[src/core/ubdc_params.svh]
/*
 * constants of the ultrasonic burst drive control: register offsets, field positions, reset values, timing
 * assumes inclusion by bare name from core and bench files
 */
`ifndef UBDC_PARAMS_SVH
`define UBDC_PARAMS_SVH

// register byte addresses on the apb bus
`define UBDC_CTRL_OFS       12'h000
`define UBDC_COUNT_OFS      12'h004
`define UBDC_WINDOW_OFS     12'h008
`define UBDC_STATUS_OFS     12'h00c

// control register fields
`define UBDC_CTRL_MODE_LSB  0
`define UBDC_CTRL_TRIG_BIT  2
`define UBDC_CTRL_PHASE_BIT 3
`define UBDC_CTRL_ILIM_LSB  4
`define UBDC_CTRL_STBY_BIT  6

// status register fields
`define UBDC_ST_CNTF_BIT    0
`define UBDC_ST_STKF_BIT    1
`define UBDC_ST_BURST_BIT   2
`define UBDC_ST_BLANK_BIT   3

// reset values and the window clear code
`define UBDC_CTRL_RST       32'h0000_0000
`define UBDC_COUNT_RST      8'h00
`define UBDC_WINDOW_RST     3'h0
`define UBDC_WIN_CLEAR_CODE 3'h7

// stuck-pulse window base time: step 1 us, window = (code + 1) steps
`define UBDC_WIN_STEP_NS    1000
`define UBDC_CLK_NS         10
`define UBDC_WIN_STEP_CYC   ((`UBDC_WIN_STEP_NS + `UBDC_CLK_NS - 1) / `UBDC_CLK_NS)

`endif

[src/core/ubdc_pkg.sv]
/*
 * types of the ultrasonic burst drive control
 * assumes nothing beyond a systemverilog compiler
 */
`default_nettype none

package ubdc_pkg;

    // burst operating modes held in the control register
    typedef enum logic [1:0] {
        UBDC_MODE_SPI,
        UBDC_MODE_GATE,
        UBDC_MODE_DIRECT,
        UBDC_MODE_EDGE
    } ubdc_mode_e;

    // burst sequencer states
    typedef enum logic [1:0] {
        UBDC_LISTEN,
        UBDC_ARMED,
        UBDC_BURST,
        UBDC_BLANK
    } ubdc_state_e;

endpackage

`default_nettype wire

[src/core/ubdc_burst_ctrl.sv]
/*
 * burst control of an ultrasonic transformer driver: burst sequencing, pulse counting, blank-out,
 * stuck-drive and pulse-count diagnostics, drive phase select, apb register file
 * assumes a 100 mhz pclk, an apb master on the same clock, and asynchronous control pins
 */
// Decided for this implementation: the APB register port and the register addresses.
`default_nettype none

`include "ubdc_params.svh"

// Operation
// - burst mode comes from the mode field of the control register
// - after enable, burst starts at next falling edge of the clock pin
// - mode 3: one falling edge of clock pin enables and starts the burst
// - one pulse counted per falling-to-falling interval of the clock pin
// - mode 3: burst ends when the pulse count reaches the programmed value
// - mode 3: blank-out interval after burst ignores clock pin toggling
// - during a burst, drive outputs follow the two control pins
// - modes 0 and 1: count 0 bursts continuously until command or gate pin ends
// - mode 3 never bursts continuously; count is always enforced
// - when not bursting, the block is listening
// - modes 0,1,3: shortfall of pulses at end of burst sets pulse-count fault
// - no pin toggle within the stuck window sets the stuck-drive fault
// - a stuck-drive trip forces the burst to end at once
// - stuck-drive before all pulses also sets the pulse-count fault
// - stuck fault clears on new burst start, window code 7, or standby
// - pulse-count fault clears only on new burst start or standby
// - in-phase select clear drives switch a from the gate pin and switch b from the clock pin
// - in-phase select set drives both switches together, same current limit
// - current limit level follows the current limit select field
module ubdc_burst_ctrl
    import ubdc_pkg::*;
(
    input  wire logic        pclk,
    input  wire logic        presetn,
    input  wire logic        psel,
    input  wire logic        penable,
    input  wire logic        pwrite,
    input  wire logic [11:0] paddr,
    input  wire logic [31:0] pwdata,
    input  wire logic [3:0]  pstrb,
    output logic [31:0]      prdata,
    output logic             pready,
    output logic             pslverr,
    input  wire logic        gate_pin_a,
    input  wire logic        clock_pin_b,
    output logic             low_side_drain_a,
    output logic             low_side_drain_b,
    output logic [1:0]       drive_current_limit,
    output logic             listening
);
    logic        a_level;
    logic        a_fall;
    logic        a_rise;
    logic        b_level;
    logic        b_fall;
    logic        b_rise;
    logic [31:0] ctrl_reg;
    logic [7:0]  burst_count_reg;
    logic [2:0]  stuck_pulse_window_reg;
    logic        pulse_count_fault_reg;
    logic        stuck_drive_fault_reg;
    ubdc_state_e state_reg;
    logic [7:0]  pulses_reg;
    logic        trig_seen_reg;
    logic [15:0] timer_reg;
    logic        drive_a_reg;
    logic        drive_b_reg;
    logic [31:0] rdata_next;
    logic        wr;
    logic        mapped;

    ubdc_mode_e  mode;
    logic        trigger;
    logic        in_phase_drive_select;
    logic        standby;
    logic        enable_evt;
    logic        start_evt;
    logic        count_done;
    logic        early_end;
    logic        toggle;
    logic        stuck_trip;
    logic        end_evt;
    logic        short_count;
    logic [15:0] window_cycles;

    // window length in cycles for a 3-bit code, used for stuck check and blank-out
    function automatic logic [15:0] win_cycles(input logic [2:0] code);
        logic [31:0] prod;
        prod = (32'(code) + 32'd1) * 32'(`UBDC_WIN_STEP_CYC);
        return prod[15:0];
    endfunction

    // address decode for the pslverr response; read mux and write strobes compare paddr themselves
    function automatic logic is_mapped(input logic [11:0] a);
        return a == `UBDC_CTRL_OFS || a == `UBDC_COUNT_OFS || a == `UBDC_WINDOW_OFS || a == `UBDC_STATUS_OFS;
    endfunction

    // pin synchronisers
    ubdc_pin_sync u_sync_a (
        .pclk    (pclk),
        .presetn (presetn),
        .pin     (gate_pin_a),
        .level   (a_level),
        .fall    (a_fall),
        .rise    (a_rise)
    );

    ubdc_pin_sync u_sync_b (
        .pclk    (pclk),
        .presetn (presetn),
        .pin     (clock_pin_b),
        .level   (b_level),
        .fall    (b_fall),
        .rise    (b_rise)
    );

    // control field decode
    assign mode                  = ubdc_mode_e'(ctrl_reg[`UBDC_CTRL_MODE_LSB +: 2]);
    assign trigger               = ctrl_reg[`UBDC_CTRL_TRIG_BIT];
    assign in_phase_drive_select = ctrl_reg[`UBDC_CTRL_PHASE_BIT];
    assign standby               = ctrl_reg[`UBDC_CTRL_STBY_BIT];
    assign window_cycles         = win_cycles(stuck_pulse_window_reg);

    // apb: zero-wait slave, unmapped address answers pslverr
    assign wr      = psel & penable & pwrite;
    assign mapped  = is_mapped(paddr);
    assign pready  = 1'b1;
    assign pslverr = psel & penable & ~mapped;

    // enable event per mode; direct mode is outside this block and never arms a burst
    always_comb begin
        case (mode)
            UBDC_MODE_SPI:  enable_evt = trigger & ~trig_seen_reg;
            UBDC_MODE_GATE: enable_evt = a_fall;
            UBDC_MODE_EDGE: enable_evt = b_fall;
            default:        enable_evt = 1'b0;
        endcase
    end

    // start from listen (mode 3, same edge) or from armed on the next clock pin fall
    assign start_evt = (state_reg == UBDC_ARMED && b_fall)
                     || (state_reg == UBDC_LISTEN && mode == UBDC_MODE_EDGE && b_fall && !standby);

    // a zero count means continuous only outside mode 3
    assign count_done  = (burst_count_reg != 8'h00 || mode == UBDC_MODE_EDGE)
                       && b_fall && (pulses_reg + 8'h01 >= burst_count_reg);
    assign early_end   = (mode == UBDC_MODE_SPI && !trigger)
                       || (mode == UBDC_MODE_GATE && a_rise) || standby;
    assign toggle      = a_fall | a_rise | b_fall | b_rise;
    assign stuck_trip  = state_reg == UBDC_BURST && !toggle && timer_reg >= window_cycles;
    assign end_evt     = state_reg == UBDC_BURST && (count_done || early_end || stuck_trip);
    assign short_count = burst_count_reg != 8'h00 && pulses_reg < burst_count_reg && !count_done;

    // burst sequencer
    always_ff @(posedge pclk or negedge presetn) begin
        if (!presetn) begin
            state_reg <= UBDC_LISTEN;
        end else begin
            case (state_reg)
                UBDC_LISTEN: begin
                    if (start_evt) begin
                        state_reg <= UBDC_BURST;
                    end else if (enable_evt && mode != UBDC_MODE_EDGE && !standby) begin
                        state_reg <= UBDC_ARMED;
                    end
                end
                UBDC_ARMED: begin
                    if (standby || (mode == UBDC_MODE_SPI && !trigger) || (mode == UBDC_MODE_GATE && a_rise)) begin
                        state_reg <= UBDC_LISTEN;
                    end else if (start_evt) begin
                        state_reg <= UBDC_BURST;
                    end
                end
                UBDC_BURST: begin
                    if (end_evt) begin
                        state_reg <= (mode == UBDC_MODE_EDGE) ? UBDC_BLANK : UBDC_LISTEN;
                    end
                end
                UBDC_BLANK: begin
                    if (timer_reg >= window_cycles) begin
                        state_reg <= UBDC_LISTEN;
                    end
                end
                default: state_reg <= UBDC_LISTEN;
            endcase
        end
    end

    // spi-mode trigger needs a low-high cycle before another burst may be enabled;
    // it is consumed only when listening, so a trigger raised during blank-out stays pending
    always_ff @(posedge pclk or negedge presetn) begin
        if (!presetn) begin
            trig_seen_reg <= 1'b0;
        end else if (!trigger) begin
            trig_seen_reg <= 1'b0;
        end else if (enable_evt && state_reg == UBDC_LISTEN && !standby) begin
            trig_seen_reg <= 1'b1;
        end
    end

    // pulse counter, falling edge to falling edge of the clock pin
    always_ff @(posedge pclk or negedge presetn) begin
        if (!presetn) begin
            pulses_reg <= 8'h00;
        end else if (start_evt) begin
            pulses_reg <= 8'h00;
        end else if (state_reg == UBDC_BURST && b_fall && pulses_reg != 8'hff) begin
            pulses_reg <= pulses_reg + 8'h01;
        end
    end

    // one timer serves the stuck window during a burst and the blank-out afterwards;
    // toggles restart only the stuck window, so a free-running clock cannot stretch blank-out
    always_ff @(posedge pclk or negedge presetn) begin
        if (!presetn) begin
            timer_reg <= 16'h0000;
        end else if (start_evt || end_evt || (toggle && state_reg == UBDC_BURST)) begin
            timer_reg <= 16'h0000;
        end else if ((state_reg == UBDC_BURST || state_reg == UBDC_BLANK) && timer_reg != 16'hffff) begin
            timer_reg <= timer_reg + 16'h0001;
        end
    end

    // drive outputs: off outside a burst so no switch stays on
    always_ff @(posedge pclk or negedge presetn) begin
        if (!presetn) begin
            drive_a_reg <= 1'b0;
            drive_b_reg <= 1'b0;
        end else if ((state_reg == UBDC_BURST && !end_evt) || start_evt) begin
            if (in_phase_drive_select) begin
                drive_a_reg <= ~b_level;
                drive_b_reg <= ~b_level;
            end else begin
                drive_a_reg <= ~a_level;
                drive_b_reg <= ~b_level;
            end
        end else begin
            drive_a_reg <= 1'b0;
            drive_b_reg <= 1'b0;
        end
    end

    assign low_side_drain_a    = drive_a_reg;
    assign low_side_drain_b    = drive_b_reg;
    assign drive_current_limit = ctrl_reg[`UBDC_CTRL_ILIM_LSB +: 2];
    assign listening           = state_reg != UBDC_BURST;

    // pulse-count fault: set beats clear, since a start can never coincide with an end
    always_ff @(posedge pclk or negedge presetn) begin
        if (!presetn) begin
            pulse_count_fault_reg <= 1'b0;
        end else if (end_evt && short_count && mode != UBDC_MODE_DIRECT) begin
            pulse_count_fault_reg <= 1'b1;
        end else if (start_evt || standby) begin
            pulse_count_fault_reg <= 1'b0;
        end
    end

    // stuck-drive fault with its three clear sources
    always_ff @(posedge pclk or negedge presetn) begin
        if (!presetn) begin
            stuck_drive_fault_reg <= 1'b0;
        end else if (stuck_trip) begin
            stuck_drive_fault_reg <= 1'b1;
        end else if (start_evt || standby || (wr && paddr == `UBDC_WINDOW_OFS && pstrb[0]
                     && pwdata[2:0] == `UBDC_WIN_CLEAR_CODE)) begin
            stuck_drive_fault_reg <= 1'b0;
        end
    end

    // writable registers, byte lane 0 only carries the narrow fields
    always_ff @(posedge pclk or negedge presetn) begin
        if (!presetn) begin
            ctrl_reg               <= `UBDC_CTRL_RST;
            burst_count_reg        <= `UBDC_COUNT_RST;
            stuck_pulse_window_reg <= `UBDC_WINDOW_RST;
        end else if (wr && pstrb[0]) begin
            if (paddr == `UBDC_CTRL_OFS) begin
                ctrl_reg <= {25'h0, pwdata[6:0]};
            end
            if (paddr == `UBDC_COUNT_OFS) begin
                burst_count_reg <= pwdata[7:0];
            end
            if (paddr == `UBDC_WINDOW_OFS) begin
                stuck_pulse_window_reg <= pwdata[2:0];
            end
        end
    end

    // read mux
    always_comb begin
        rdata_next = 32'h0000_0000;
        case (paddr)
            `UBDC_CTRL_OFS:   rdata_next = ctrl_reg;
            `UBDC_COUNT_OFS:  rdata_next = {24'h0, burst_count_reg};
            `UBDC_WINDOW_OFS: rdata_next = {29'h0, stuck_pulse_window_reg};
            `UBDC_STATUS_OFS: rdata_next = {28'h0, state_reg == UBDC_BLANK, state_reg == UBDC_BURST,
                                            stuck_drive_fault_reg, pulse_count_fault_reg};
            default:          rdata_next = 32'h0000_0000;
        endcase
    end

    // read data registered at the setup cycle so it is valid through the access phase
    always_ff @(posedge pclk or negedge presetn) begin
        if (!presetn) begin
            prdata <= 32'h0000_0000;
        end else if (psel && !penable && !pwrite) begin
            prdata <= rdata_next;
        end
    end

endmodule

`default_nettype wire

[src/core/ubdc_pin_sync.sv]
/*
 * two-flop synchroniser with edge detect for one control pin
 * assumes the pin is asynchronous to pclk; the first flop feeds only the second
 */
`default_nettype none

module ubdc_pin_sync (
    input  wire logic pclk,
    input  wire logic presetn,
    input  wire logic pin,
    output logic      level,
    output logic      fall,
    output logic      rise
);
    logic meta_reg;
    logic sync_reg;
    logic last_reg;

    // idle pins rest high, so reset to one to avoid a false falling edge
    always_ff @(posedge pclk or negedge presetn) begin
        if (!presetn) begin
            meta_reg <= 1'b1;
            sync_reg <= 1'b1;
            last_reg <= 1'b1;
        end else begin
            meta_reg <= pin;
            sync_reg <= meta_reg;
            last_reg <= sync_reg;
        end
    end

    assign level = sync_reg;
    assign fall  = last_reg & ~sync_reg;
    assign rise  = ~last_reg & sync_reg;
endmodule

`default_nettype wire

[config.mk]
export PLATFORM = sky130hd
export DESIGN_NAME = ubdc_burst_ctrl
export DESIGN_NICKNAME = d
export VERILOG_FILES = /design/src/core/ubdc_pkg.sv /design/src/core/ubdc_burst_ctrl.sv /design/src/core/ubdc_pin_sync.sv
export VERILOG_INCLUDE_DIRS = /design/src /design/src/core
export SDC_FILE = /design/constraint.sdc
export NUM_CORES = 1
export LEC_CHECK = 0
export ABC_AREA = 1
export ABC_CLOCK_PERIOD_IN_PS = 4100
export BUFFER_PORTS_ARGS = -buffer_cell sky130_fd_sc_hd__buf_2
export CAP_MARGIN = 15
export CORE_ASPECT_RATIO = 0.9
export CORE_MARGIN = 10
export CORE_UTILIZATION = 57
export CTS_BUF_LIST = sky130_fd_sc_hd__clkbuf_4 sky130_fd_sc_hd__clkbuf_8
export CTS_CLUSTER_SIZE = 10
export DETAILED_ROUTE_END_ITERATION = 7
export PLACE_DENSITY = 0.83
export SKIP_CTS_REPAIR_TIMING = 1
export SLEW_MARGIN = 25
export SYNTH_ARGS = -nofsm -noshare
export SYNTH_HDL_FRONTEND = slang
export SYNTH_SLANG_ARGS = --single-unit
export TNS_END_PERCENT = 20
[constraint.sdc]
create_clock -name pclk -period 4.1 [get_ports pclk]
set_clock_uncertainty 0.15 [all_clocks]
set_input_delay 0.205 -clock pclk [delete_from_list [all_inputs] [get_ports pclk]]
set_output_delay 0.205 -clock pclk [all_outputs]
set_load 0.005 [all_outputs]
* Word-level counts from Yosys, hierarchy flattened
Index checks and enable logic that the tools add are counted.
** Cells by class
- $add $sub $neg :: 3
- Multiply operators :: 1
- Order comparisons :: 3
- Eq/ne operators :: 19
- Muxes and demuxes :: 23
- Bitwise gates (word level) :: 17
- Reductions and logical operators :: 66
** Operators by type and width (count)
- 16-bit two-way mux :: 2
- 8-bit case mux with 4 select lines :: 1
- 1-bit logical AND :: 30
- 12-bit by 4-bit equality test with 1-bit output (second input constant) :: 2
- 1-bit logical OR :: 17
- 16-bit by 1-bit adder with 16-bit output (second input constant) :: 1
- 16-bit by 11-bit greater-or-equal comparator with 1-bit output :: 1
- 8-bit two-way mux :: 2
- 16-bit != test (second input constant) :: 1
- 2-bit two-way mux :: 7
- 12-bit by 3-bit equality test with 1-bit output (second input constant) :: 1
- 12-bit zero test :: 1
- 2-bit != test (second input constant) :: 5
- 4-bit by 5-bit multiplier with 9-bit output (second input constant) :: 1
- 1-bit two-way mux :: 9
- 8-bit by 1-bit adder with 8-bit output (second input constant) :: 1
- 1-bit AND :: 8
- 8-bit greater-or-equal comparator :: 1
- 8-bit less-than comparator :: 1
- 8-bit != test (second input constant) :: 1
- 2-bit case mux with 4 select lines :: 1
- 2-bit nonzero test :: 4
- 8-bit nonzero test :: 1
- 1-bit zero test :: 7
- other kinds (12) :: 26
** Word-level totals
- Bits in registers :: 87
- Input port bits :: 55
- Logic and storage cells :: 150

* Longest topological paths before layout
Gate-level depths: netlist (run 1).
- Depth after elaboration :: 14
- Gate-level depth with buffers :: 21
- Gate-level depth less buffers :: 20

* Cells and area by module
Synthesis (run 1) repeated with hierarchy kept, for this count alone.
** Second synthesis, totals
- Cell total of the unflattened synthesis :: 552
- Area total of the unflattened synthesis :: 4326.6 um2
** Modules (own cells, without submodules)
- ubdc_burst_ctrl :: instances 1, cells each 538, area an instance 4139.0 um2, sequential area each 1426.4 um2
- ubdc_pin_sync :: instances 2, cells each 7, area an instance 93.8 um2, sequential area each 78.8 um2

* Worst setup path after synthesis (run 1)
OpenSTA, ideal clock, no wires.
- Path kind :: flip-flop to flip-flop
- Start point :: register stuck_pulse_window_reg[0]
- End point :: register timer_reg[12]
- Setup time :: 0.069 ns
- Data arrival time :: 2.965 ns
- Slack :: 0.916 ns
- Cell stages (with the launch flop) :: 20
- Buffers on the path :: 1
- Path through :: dfrtp_1 > ha_1 > nand2_1 > nand2_2 > ha_1 > inv_1 > ha_1 > ha_1 > xor2_1 > ha_1 > a21oi_1 > nor2_1 > nor4_1 > nand2_1 > nand2_2 > nand2_2 > nand2_2 > nand2_4 > buf_6 > nor2_2
** Between the ends
- Cells in the longest elaborated chain, start to end :: 9
- Elaborated cells on any way between the ends :: 10
** Ends and longest elaborated chain
- start: declaration :: line ubdc_burst_ctrl.sv:60 : logic [2:0] stuck_pulse_window_reg;
- start signal: assignment :: line ubdc_burst_ctrl.sv:277 : stuck_pulse_window_reg <= `UBDC_WINDOW_RST;
- start signal: assignment :: line ubdc_burst_ctrl.sv:286 : stuck_pulse_window_reg <= pwdata[2:0];
- 3-bit by 1-bit adder with 4-bit output (*) :: line ubdc_burst_ctrl.sv:90 : prod = (32'(code) + 32'd1) * 32'(`UBDC_WIN_STEP_CYC);
- 4-bit by 5-bit multiplier with 9-bit output (*) :: line ubdc_burst_ctrl.sv:90
- 16-bit by 11-bit greater-or-equal comparator with 1-bit output (*) :: line ubdc_burst_ctrl.sv:151 : assign stuck_trip = state_reg == UBDC_BURST && !toggle && timer_reg >= window_cycles;
- 1-bit logical AND (*) :: line ubdc_burst_ctrl.sv:151
- 1-bit logical OR (*) :: line ubdc_burst_ctrl.sv:152 : assign end_evt = state_reg == UBDC_BURST && (count_done || early_end || stuck_trip);
- 1-bit logical AND (*) :: line ubdc_burst_ctrl.sv:152
- 1-bit logical OR (*) (2 in series) :: line ubdc_burst_ctrl.sv:218 : end else if (start_evt || end_evt || (toggle && state_reg == UBDC_BURST)) begin
- 16-bit two-way mux or 2-bit nonzero test (tied branches)
- end signal: assignment :: line ubdc_burst_ctrl.sv:221 : timer_reg <= timer_reg + 16'h0001;
- end: declaration :: line ubdc_burst_ctrl.sv:66 : logic [15:0] timer_reg;
Every way passes the cells marked *; elsewhere a longest branch is shown, timed or not.
A chain may end at the register's enable or synchronous reset.

* Worst setup path in the final report (run 1)
Ends and elaborated chain as after synthesis.

==> reports/metrics.csv, run 1 <==
metric;value;unit
outcome;finished with violations;
failing checks;negative hold slack;
Required @ worst endpoint;4220;ps
Finished Cell Area;4715;um^2
top cell type's share of synthesized area;33.85;%
vias;3671;
Vias/cell;5.274;
critical path class;reg2reg;
GRT Util Overall;17.54;%
die height;101.6;um
Post-DP HPWL;7493;um
met2 wire length;4534;um
reg2reg start;stuck_pulse_window_reg[0]$_DFFE_PN0P_;
final std cells w/o fill;696;
Final Cycle Share;84.50;%
Cell Pwr Density;299.4;nW/um^2
met3 WL;621;um
Seq/Total Area, Yosys;37.59;%
wl on met1;4394;um
Port-buffer cells;41;
Worst Path Max Fanout;16;
wire length per cell;13.87;um
Synth Flop Type;dfrtp_1;
most frequent cell after synthesis;nand2_1;
Placer Congestion;0.9345;
antenna violations before repair;0;
largest cells by area after synthesis;dfrtp_1, ha_1, nand2_1;
total power;1.412;mW
min-delay src;pwdata[3];
antenna fix cells;0;
Top Layer Used;met4;
core box area;7112;um^2
Max Clock Freq;288.6;MHz
first-pass GRT wire length;16770;um
fillcell total;573;
crit path from;stuck_pulse_window_reg[0]$_DFFE_PN0P_;
layout net count;688;
first-pass detailed-route iteration total;7;
Synth top cells by count;nand2_1, inv_1, dfrtp_1, nor2_1, o21ai_0;
Worst-path clk slew;70;ps
die outline width;110.6;um
ys async rst share;100.0;%
Max Cap Viol;0;
Slew headroom;47.93;%
CTS tree;done;
Yosys top cell by area;dfrtp_1;
io pins;94;
TNS Setup;0;ps
Initial Util;59.25;%
Hold Crit Class;in2reg;
H-tree depth;3;
number of distinct library cells after synthesis;37;
fraction of layout cells with a size suffix above 1;14.93;%
Seq cells post-synth;63;
synthesized area;4214;um^2
Peak VDD IR;0.2389;mV
TritonCTS sink count;63;
max reg flops;16;
fin crit period;3465;ps
Mapped Cells;547;
antenna viol nets, final;0;
post-layout util;66.29;%
Cells after DPL;676;
final hold violation count;6;
Area after DPL;4410;um^2
CTS buffer count;9;
Worst setup EP type;flip-flop;
DRT iter0 DRCs;235;
crit path launch type;flip-flop;
final-report setup violation count;0;
row cnt;29;
clk buf depth;2;
multi-input logic area;2152;um^2
Skew-Pair Late Insertion Delay;350;ps
RSZ-0062 raised after global routing;false;
syn_area_per_cell;7.704;um^2
die area;11240;um^2
slew at the pin closest to its max-slew limit;781.0;ps
Max Transition Viols Final;0;
vias in the first global route;3649;
root buf cell;clkbuf_8;
largest net degree at the start of global routing;64;
grt ovf;0;
Crit path arrival time;3580;ps
P&R area growth vs syn;11.88;%
worst hold margin;-22.69;ps
Post-synth EDFFs;0;
DRC Markers;0;
Yosys warning count;0;
Lkg Pwr;2.502;nW
DRT Wirelength;9653;um
FF/Latch Area;1584;um^2
layer usage:
| layer | track usage, % | vias to the layer above |
|---|---|---|
| li1 | - | 1798 |
| met1 | 21.67 | 1747 |
| met2 | 29.17 | 116 |
| met3 | 5.142 | 10 |
| met4 | 5.300 | 0 |
| met5 | 0 | - |
power by group:
group / total, mW / switching (mW) / internal (mW) / leakage [nW]
clock network: 0.720 / 0.249 / 0.471 / 0.130
logic: 0.0593 / 0.0398 / 0.0195 / 1.52
registers: 0.632 / 0.00286 / 0.629 / 0.850
critical path: stages (launching register included):
cell	delay, ps
dfrtp_1	450
ha_1	240
nand2_1	100
nand2_2	90
ha_1	280
inv_1	40
ha_1	190
ha_1	290
xor2_1	160
ha_1	280
a21oi_1	150
nor2_1	50
nor4_1	260
nand2_1	120
nand2_2	100
nand2_2	70
nand2_2	70
nand2_4	160
nor2_2	140
cells by family (layout without fill, tap and decap cells):
kind of cell / after synthesis / after routing / share of synthesized area, %
other cells: 2 / 26 / 0.1782
fa+ha+maj: 35 / 35 / 10.39
simple gates: 233 / 233 / 24.53
compound gates: 71 / 71 / 9.412
xor+xnor: 20 / 20 / 4.157
flops: 63 / 63 / 37.59
mux: 1 / 1 / 0.2672
buf+inv: 122 / 154 / 13.48
layout make-up:
class	instances	area share, %
inverter	92	7.325
multi-input combinational	386	45.65
sequential	63	33.60
clock inverter	6	2.813
tap	93	2.468
clock buffer	10	2.787
timing repair buffer	46	5.361
per-stage QoR:
stage,setup slack (ps),hold slack [ps]
after detailed placement,644.6,161.7
after CTS,625.9,-202.0
final,635.4,-22.69
after global placement,766.3,161.9
after floorplan,916.2,-240.6
after global routing,336.8,1.812
layout by cell type (no fill, tap or decap), types with 6 or more instances in the layout:
master	count
nor2_1	45
nand3_1	23
dfrtp_1	57
clkbuf_8	9
a21oi_1	15
nor3_1	11
nor2_2	10
inv_1	88
nand2_1	115
o22ai_1	11
o21ai_0	37
nand2_2	6
ha_1	35
dfstp_2	6
conb_1	26
xor2_1	17
nand4_1	11
buf_2	41
path summary, 6_finish.rpt:
| check | to | slack (ps) | depth (start not counted) |
|---|---|---|---|
| worst max-delay path | timer_reg[12]$_DFFE_PN0P_ | 640 | 18 |
| worst min-delay path | ctrl_reg[3]$_DFFE_PN0P_ | -20 | 3 |
| worst max register to register | timer_reg[12]$_DFFE_PN0P_ | 640 | 18 |
| worst min register to register | u_sync_a.level$_DFF_PN1_ | 210 | 0 |
| max in group asynchronous | prdata[0]$_DFFE_PN0P_ | 2860 | 3 |
| min in group asynchronous | timer_reg[1]$_DFFE_PN0P_ | 410 | 3 |
Note: power is estimated with default switching activity, not from simulation.
==> run 2: changes to the inputs <==
ABC_CLOCK_PERIOD_IN_PS = 2800   (was 4100)
CORE_UTILIZATION = 51   (was 57)
PLACE_DENSITY = 0.79   (was 0.83)
clock period = 2.8 ns   (was 4.1 ns; I/O delays follow)
==> run 2 against run 1 <==
  * The flow finishes with violations (negative hold slack, negative setup slack)
  * Sequential power up 46%
  * Critical path depth unchanged
  * Total power increased by 35%
  * Via count up 2.0%
  * Setup slack got worse by 1100 ps
  * Combinational power increased by 63%
  * Global-route usage decreased by 1.4 points
==> reports/metrics.csv, run 2 (synthesis gave the netlist of run 1 again) <==
metric;value;unit
P&R area growth vs syn;22.36;%
M2 GR Usage;28.66;%
CTS buffer count;9;
number of cells on the critical path;18;
max incr delay on CP;450;ps
crit-path most repeated cell;ha_4;
slew at the pin closest to its max-slew limit;689.6;ps
io pins;94;
Cell Pwr Density;368.7;nW/um^2
Crit path arrival time;3390;ps
TritonCTS sink count;63;
reg2reg start;stuck_pulse_window_reg[0]$_DFFE_PN0P_;
Vias/cell;5.059;
Area after DPL;4646;um^2
Required @ worst endpoint;2930;ps
first-pass GRT wire length;16310;um
most frequent cells in the layout;nand2_1, inv_1, dfrtp_1;
total power;1.901;mW
Slew headroom;54.03;%
final hold violation count;2;
multi-input logic area;2330;um^2
Port-buffer cells;41;
die area;12300;um^2
Worst-path clk slew;70;ps
Most Crowded Layer GR;met2;
Cells after DPL;706;
TNS Setup;-8885;ps
CTS tree;done;
CP bufs+invs;1;
fraction of layout cells with a size suffix above 1;22.62;%
Peak VDD IR;0.2161;mV
RSZ-0062 raised after global routing;true;
Reg-to-Reg End;timer_reg[6]$_DFFE_PN0P_;
Final Cycle Share;116.4;%
fillcell total;682;
min-delay src;pwrite;
WHS Endpoint;prdata[2]$_DFFE_PN0P_;
FF/Latch Area;1587;um^2
Worst Path Max Fanout;8;
fin worst setup slack;-458.4;ps
GRT met1 Usage;18.38;%
critical path's slowest cell;dfrtp_2;
Max Transition Viols Final;0;
first-pass detailed-route iteration total;5;
Initial Util;52.23;%
max reg flops;16;
met3 GRT Util;3.822;%
DRT Wirelength;10060;um
Hold Crit Class;in2reg;
antenna violations before repair;0;
core box area;8068;um^2
vias;3744;
critical path class;reg2reg;
antenna fix cells;0;
clk buf depth;2;
commonest non-fill, non-tap cell in the layout;nand2_1;
Max Clock Freq;306.9;MHz
DRT iter0 DRCs;218;
crit path launch type;flip-flop;
H-tree depth;3;
Post-DP HPWL;7676;um
die outline width;115.8;um
antenna viol nets, final;0;
Finished Cell Area;5156;um^2
vias in the first global route;3669;
failing checks;negative hold slack, negative setup slack;
fin crit period;3258;ps
crit-path cells;ha_4 -> nand2_4 -> nand2_4 -> ha_4 -> inv_4 -> ha_4 -> ha_4 -> xor2_1 -> ha_1 -> a21oi_2 -> nor2_1 -> nor4_2 -> nand2_1 -> nand2_2 -> nand2_2 -> nand2_4 -> nand2_8 -> nor2_4;
layout net count;726;
grt ovf;0;
largest net degree at the start of global routing;31;
DRC Markers;0;
wire length per cell;13.59;um
Top delay family on crit path;simple AND/OR/NAND/NOR gates;
r2r setup slk;-460;ps
Lkg Pwr;2.689;nW
outcome;finished with violations;
root buf cell;clkbuf_8;
Skew-Pair Late Insertion Delay;340;ps
Worst setup EP type;flip-flop;
Reg2Reg Depth;18;
Placer Congestion;0.9134;
worst hold path depth;4;
final std cells w/o fill;740;
die height;106.2;um
row cnt;31;
Max Cap Viol;0;
worst hold margin;-11.76;ps
GRT Util Overall;16.16;%
final-report setup violation count;22;
## run 2: cell types whose count changed in the layout (fill, tap and decap cells not counted), moves of 3 or more
cell,previous run,this run
ha_4,0,5
nand2_4,1,4
dlygate4sd3_1,4,10
inv_1,88,85
ha_1,35,30
nor2_1,45,38
nor2_2,10,14
nand2_2,6,3
buf_4,1,32
nor2_4,1,4
## run 2: worst max-delay path by stage
stage,from,endpoint,slack (ps)
5_1_grt,stuck_pulse_window_reg[0]$_DFFE_PN0P_,timer_reg[1]$_DFFE_PN0P_,-640
3_3_place_gp,stuck_pulse_window_reg[1]$_DFFE_PN0P_,timer_reg[13]$_DFFE_PN0P_,-310
3_5_place_dp,stuck_pulse_window_reg[0]$_DFFE_PN0P_,timer_reg[0]$_DFFE_PN0P_,-500
6_report,stuck_pulse_window_reg[0]$_DFFE_PN0P_,timer_reg[6]$_DFFE_PN0P_,-460
2_1_floorplan,stuck_pulse_window_reg[0]$_DFFE_PN0P_,timer_reg[13]$_DFFE_PN0P_,-300
4_1_cts,stuck_pulse_window_reg[0]$_DFFE_PN0P_,timer_reg[0]$_DFFE_PN0P_,-520
## run 2: area by class of cell
cell class	count	area share, %
timing repair buffer	83	10.58
tap	99	2.402
sequential	63	30.77
clock buffer	9	2.402
multi-input combinational	387	45.18
clock inverter	7	1.868
inverter	92	6.794
## run 2: tightest hold or removal path, cell delays in order
cell	delay, ps
buf_2	90
nor3_1	80
o21ai_0	80
nand2_1	50
## run 2: report_power, final
group          internal (mW)  total, mW  leakage, nW  switching, mW
logic                 0.0357     0.0965         1.74         0.0608
clock network          0.502      0.880        0.102          0.378
registers              0.921      0.925        0.847        0.00393
## run 2: per-layer routing
layer	part of all wire [%]	vias to the layer above
li1	-	1886
met1	41	1729
met2	52	108
met3	4.7	21
met4	2.0	0
met5	0	-
## run 2: through the flow
step	worst slack, ps	hold WS, ps	utilization (%)
floorplan	-298.5	-305.6	-
global placement	-309.4	66.83	57.58
detailed placement	-496.2	81.61	57.58
CTS	-520.5	-284.0	60.31
global route	-644.9	2.048	63.91
finish	-458.4	-11.76	63.91
==> run 3: changes to the inputs <==
CAP_MARGIN = default   (was 15)
PLACE_DENSITY = 0.88   (was 0.79)
==> run 3 against run 2 <==
  * The flow still finishes with violations (negative hold slack, negative setup slack)
  * Clock-buffer cell count increased by 1
  * Sequential share of layout area increased by 0.74 points
  * Total power increased by 1.3%
  * Highest routed layer unchanged
  * Setup slack gained 27 ps
  * Flip-flop and latch count stayed put
  * Combinational power is essentially flat
  * Critical path depth increased by 1
  * First-iteration DRC count increased by 36%
  * Register-to-register slack better by 30 ps
==> reports/metrics.csv, run 3 (synthesis gave the netlist of run 1 again) <==
metric;value;unit
outcome;finished with violations;
failing checks;negative hold slack, negative setup slack;
Post-DP HPWL;8051;um
vias in the first global route;3906;
DRC Markers;0;
Sw Ratio;22.84;%
sequential fraction of design power;48.1;%
reg2reg start;stuck_pulse_window_reg[0]$_DFFE_PN0P_;
Port-buffer cells;41;
clk buf depth;2;
Slew headroom;45.14;%
DRT Wirelength;10740;um
Hold Crit Class;in2reg;
RSZ-0062 raised after global routing;true;
switching pwr;0.4397;mW
final-report setup violation count;22;
Reg-to-Reg End;timer_reg[1]$_DFFE_PN0P_;
root buf cell;clkbuf_8;
CTS buffer count;9;
Required @ worst endpoint;2930;ps
critical path class;reg2reg;
layout net count;718;
Worst Path Max Fanout;8;
commonest non-fill, non-tap cell in the layout;nand2_1;
largest net degree at the start of global routing;37;
DRT iter0 DRCs;296;
TritonCTS sink count;63;
Gate power share;5.0;%
fin worst setup slack;-431.3;ps
Clk network pwr share;46.9;%
Max Transition Viols Final;0;
post-layout util;62.31;%
vias;3854;
Worst setup EP type;flip-flop;
Crit path arrival time;3360;ps
antenna violations before repair;0;
row cnt;31;
Lkg Pwr;2.627;nW
io pins;94;
core box area;8068;um^2
worst hold margin;-12.40;ps
WHS Endpoint;prdata[2]$_DFFE_PN0P_;
Max Cap Viol;0;
fraction of layout cells with a size suffix above 1;20.38;%
Worst-path clk slew;80;ps
most frequent cells in the layout;nand2_1, inv_1, dfrtp_1;
Peak VDD IR;0.2658;mV
Final Cycle Share;115.4;%
H-tree depth;3;
wire length per cell;14.67;um
worst hold path depth;4;
antenna fix cells;0;
Int Power;1.485;mW
slew at the pin closest to its max-slew limit;823.0;ps
first-pass detailed-route iteration total;5;
Placer Congestion;0.9194;
CTS tree;done;
Skew-Pair Late Insertion Delay;340;ps
first-pass GRT wire length;17390;um
r2r setup slk;-430;ps
min-delay src;pwrite;
crit path launch type;flip-flop;
Reg2Reg Depth;19;
final hold violation count;2;
antenna viol nets, final;0;
grt ovf;0;
die outline width;115.8;um
Initial Util;52.23;%
fin crit period;3231;ps
max reg flops;16;
pre-CTS WS;-519.0;ps
die area;12300;um^2
Cell Pwr Density;382.9;nW/um^2
Max Clock Freq;309.5;MHz
Vias/cell;5.265;
die height;106.2;um
P&R area growth vs syn;19.30;%
GRT Util Overall;17.21;%
## run 3: changes by cell type in the layout (fill, tap and decap cells not counted), sizes merged
cell,before,now
inv,92,91
clkbuf,9,10
clkinv,2,4
clkinvlp,3,1
buf,73,66
dlygate4sd3,10,9
## run 3: worst max-delay path by stage
stage,depth (start not counted),startpoint,to
floorplan,20,stuck_pulse_window_reg[0]$_DFFE_PN0P_,timer_reg[13]$_DFFE_PN0P_
global placement,19,stuck_pulse_window_reg[1]$_DFFE_PN0P_,timer_reg[13]$_DFFE_PN0P_
detailed placement,19,stuck_pulse_window_reg[0]$_DFFE_PN0P_,timer_reg[4]$_DFFE_PN0P_
CTS,19,stuck_pulse_window_reg[0]$_DFFE_PN0P_,timer_reg[4]$_DFFE_PN0P_
global route,19,stuck_pulse_window_reg[0]$_DFFE_PN0P_,timer_reg[15]$_DFFE_PN0P_
finish,19,stuck_pulse_window_reg[0]$_DFFE_PN0P_,timer_reg[1]$_DFFE_PN0P_
## run 3: power groups by stage
stage	clock network (mW)	logic, mW	registers, mW
6_report	0.903	0.0967	0.925
5_1_grt	0.960	0.110	0.926
4_1_cts	0.919	0.0835	0.925
3_5_place_dp	0	0.0832	0.942
3_3_place_gp	0	0.0803	0.942
2_1_floorplan	0	0.0592	0.941
## run 3: metal layers
layer  vias to the layer above  track usage [%]  part of all wire, %  wire length [um]
li1                       1870                -                    -                 -
met1                      1809            18.63                   39              4216
met2                       147            32.44                   54              5780
met3                        28            3.541                  4.9               530
met4                         0            5.446                  2.0               210
met5                         -                0                    0                 0
## run 3: layout make-up
cell class / instances / area, um^2
Fill cell: 671 / 3040
Sequential cell: 63 / 1584
Timing Repair Buffer: 75 / 483.0
Inverter: 92 / 345.3
Clock buffer: 10 / 137.6
Multi-Input combinational cell: 387 / 2260
Tap cell: 99 / 123.9
Clock inverter: 6 / 93.84
## run 3: metrics by stage
| stage | instance area (um^2) | std cells | hold slack (ps) | power, mW | TNS (ps) |
|---|---|---|---|---|---|
| 3_3_place_gp | 4623 | 703 | 96.34 | 1.022 | -5784 |
| 5_1_grt | 5027 | 732 | 2.323 | 1.996 | -12350 |
| 4_1_cts | 4855 | 719 | -275.3 | 1.927 | -10670 |
| 3_5_place_dp | 4623 | 703 | 96.72 | 1.026 | -10090 |
| 2_1_floorplan | 4355 | 571 | -305.6 | 1.001 | -4424 |
| 6_report | 5027 | 732 | -12.40 | 1.925 | -8877 |
## run 3: worst max-delay path, stage by stage (launching register included)
cell     delay (ps)
dfrtp_1         400
ha_2            230
inv_2            50
nand2_2          90
nand2_4          60
ha_4            260
inv_2            40
ha_4            150
ha_4            250
xor2_1          160
ha_1            270
a21oi_1         150
nor2_1           60
nor4_2          200
nand2_1         120
nand2_2         100
nand2_2          70
nand2_4         120
nand2_4         120
nor2_1          110
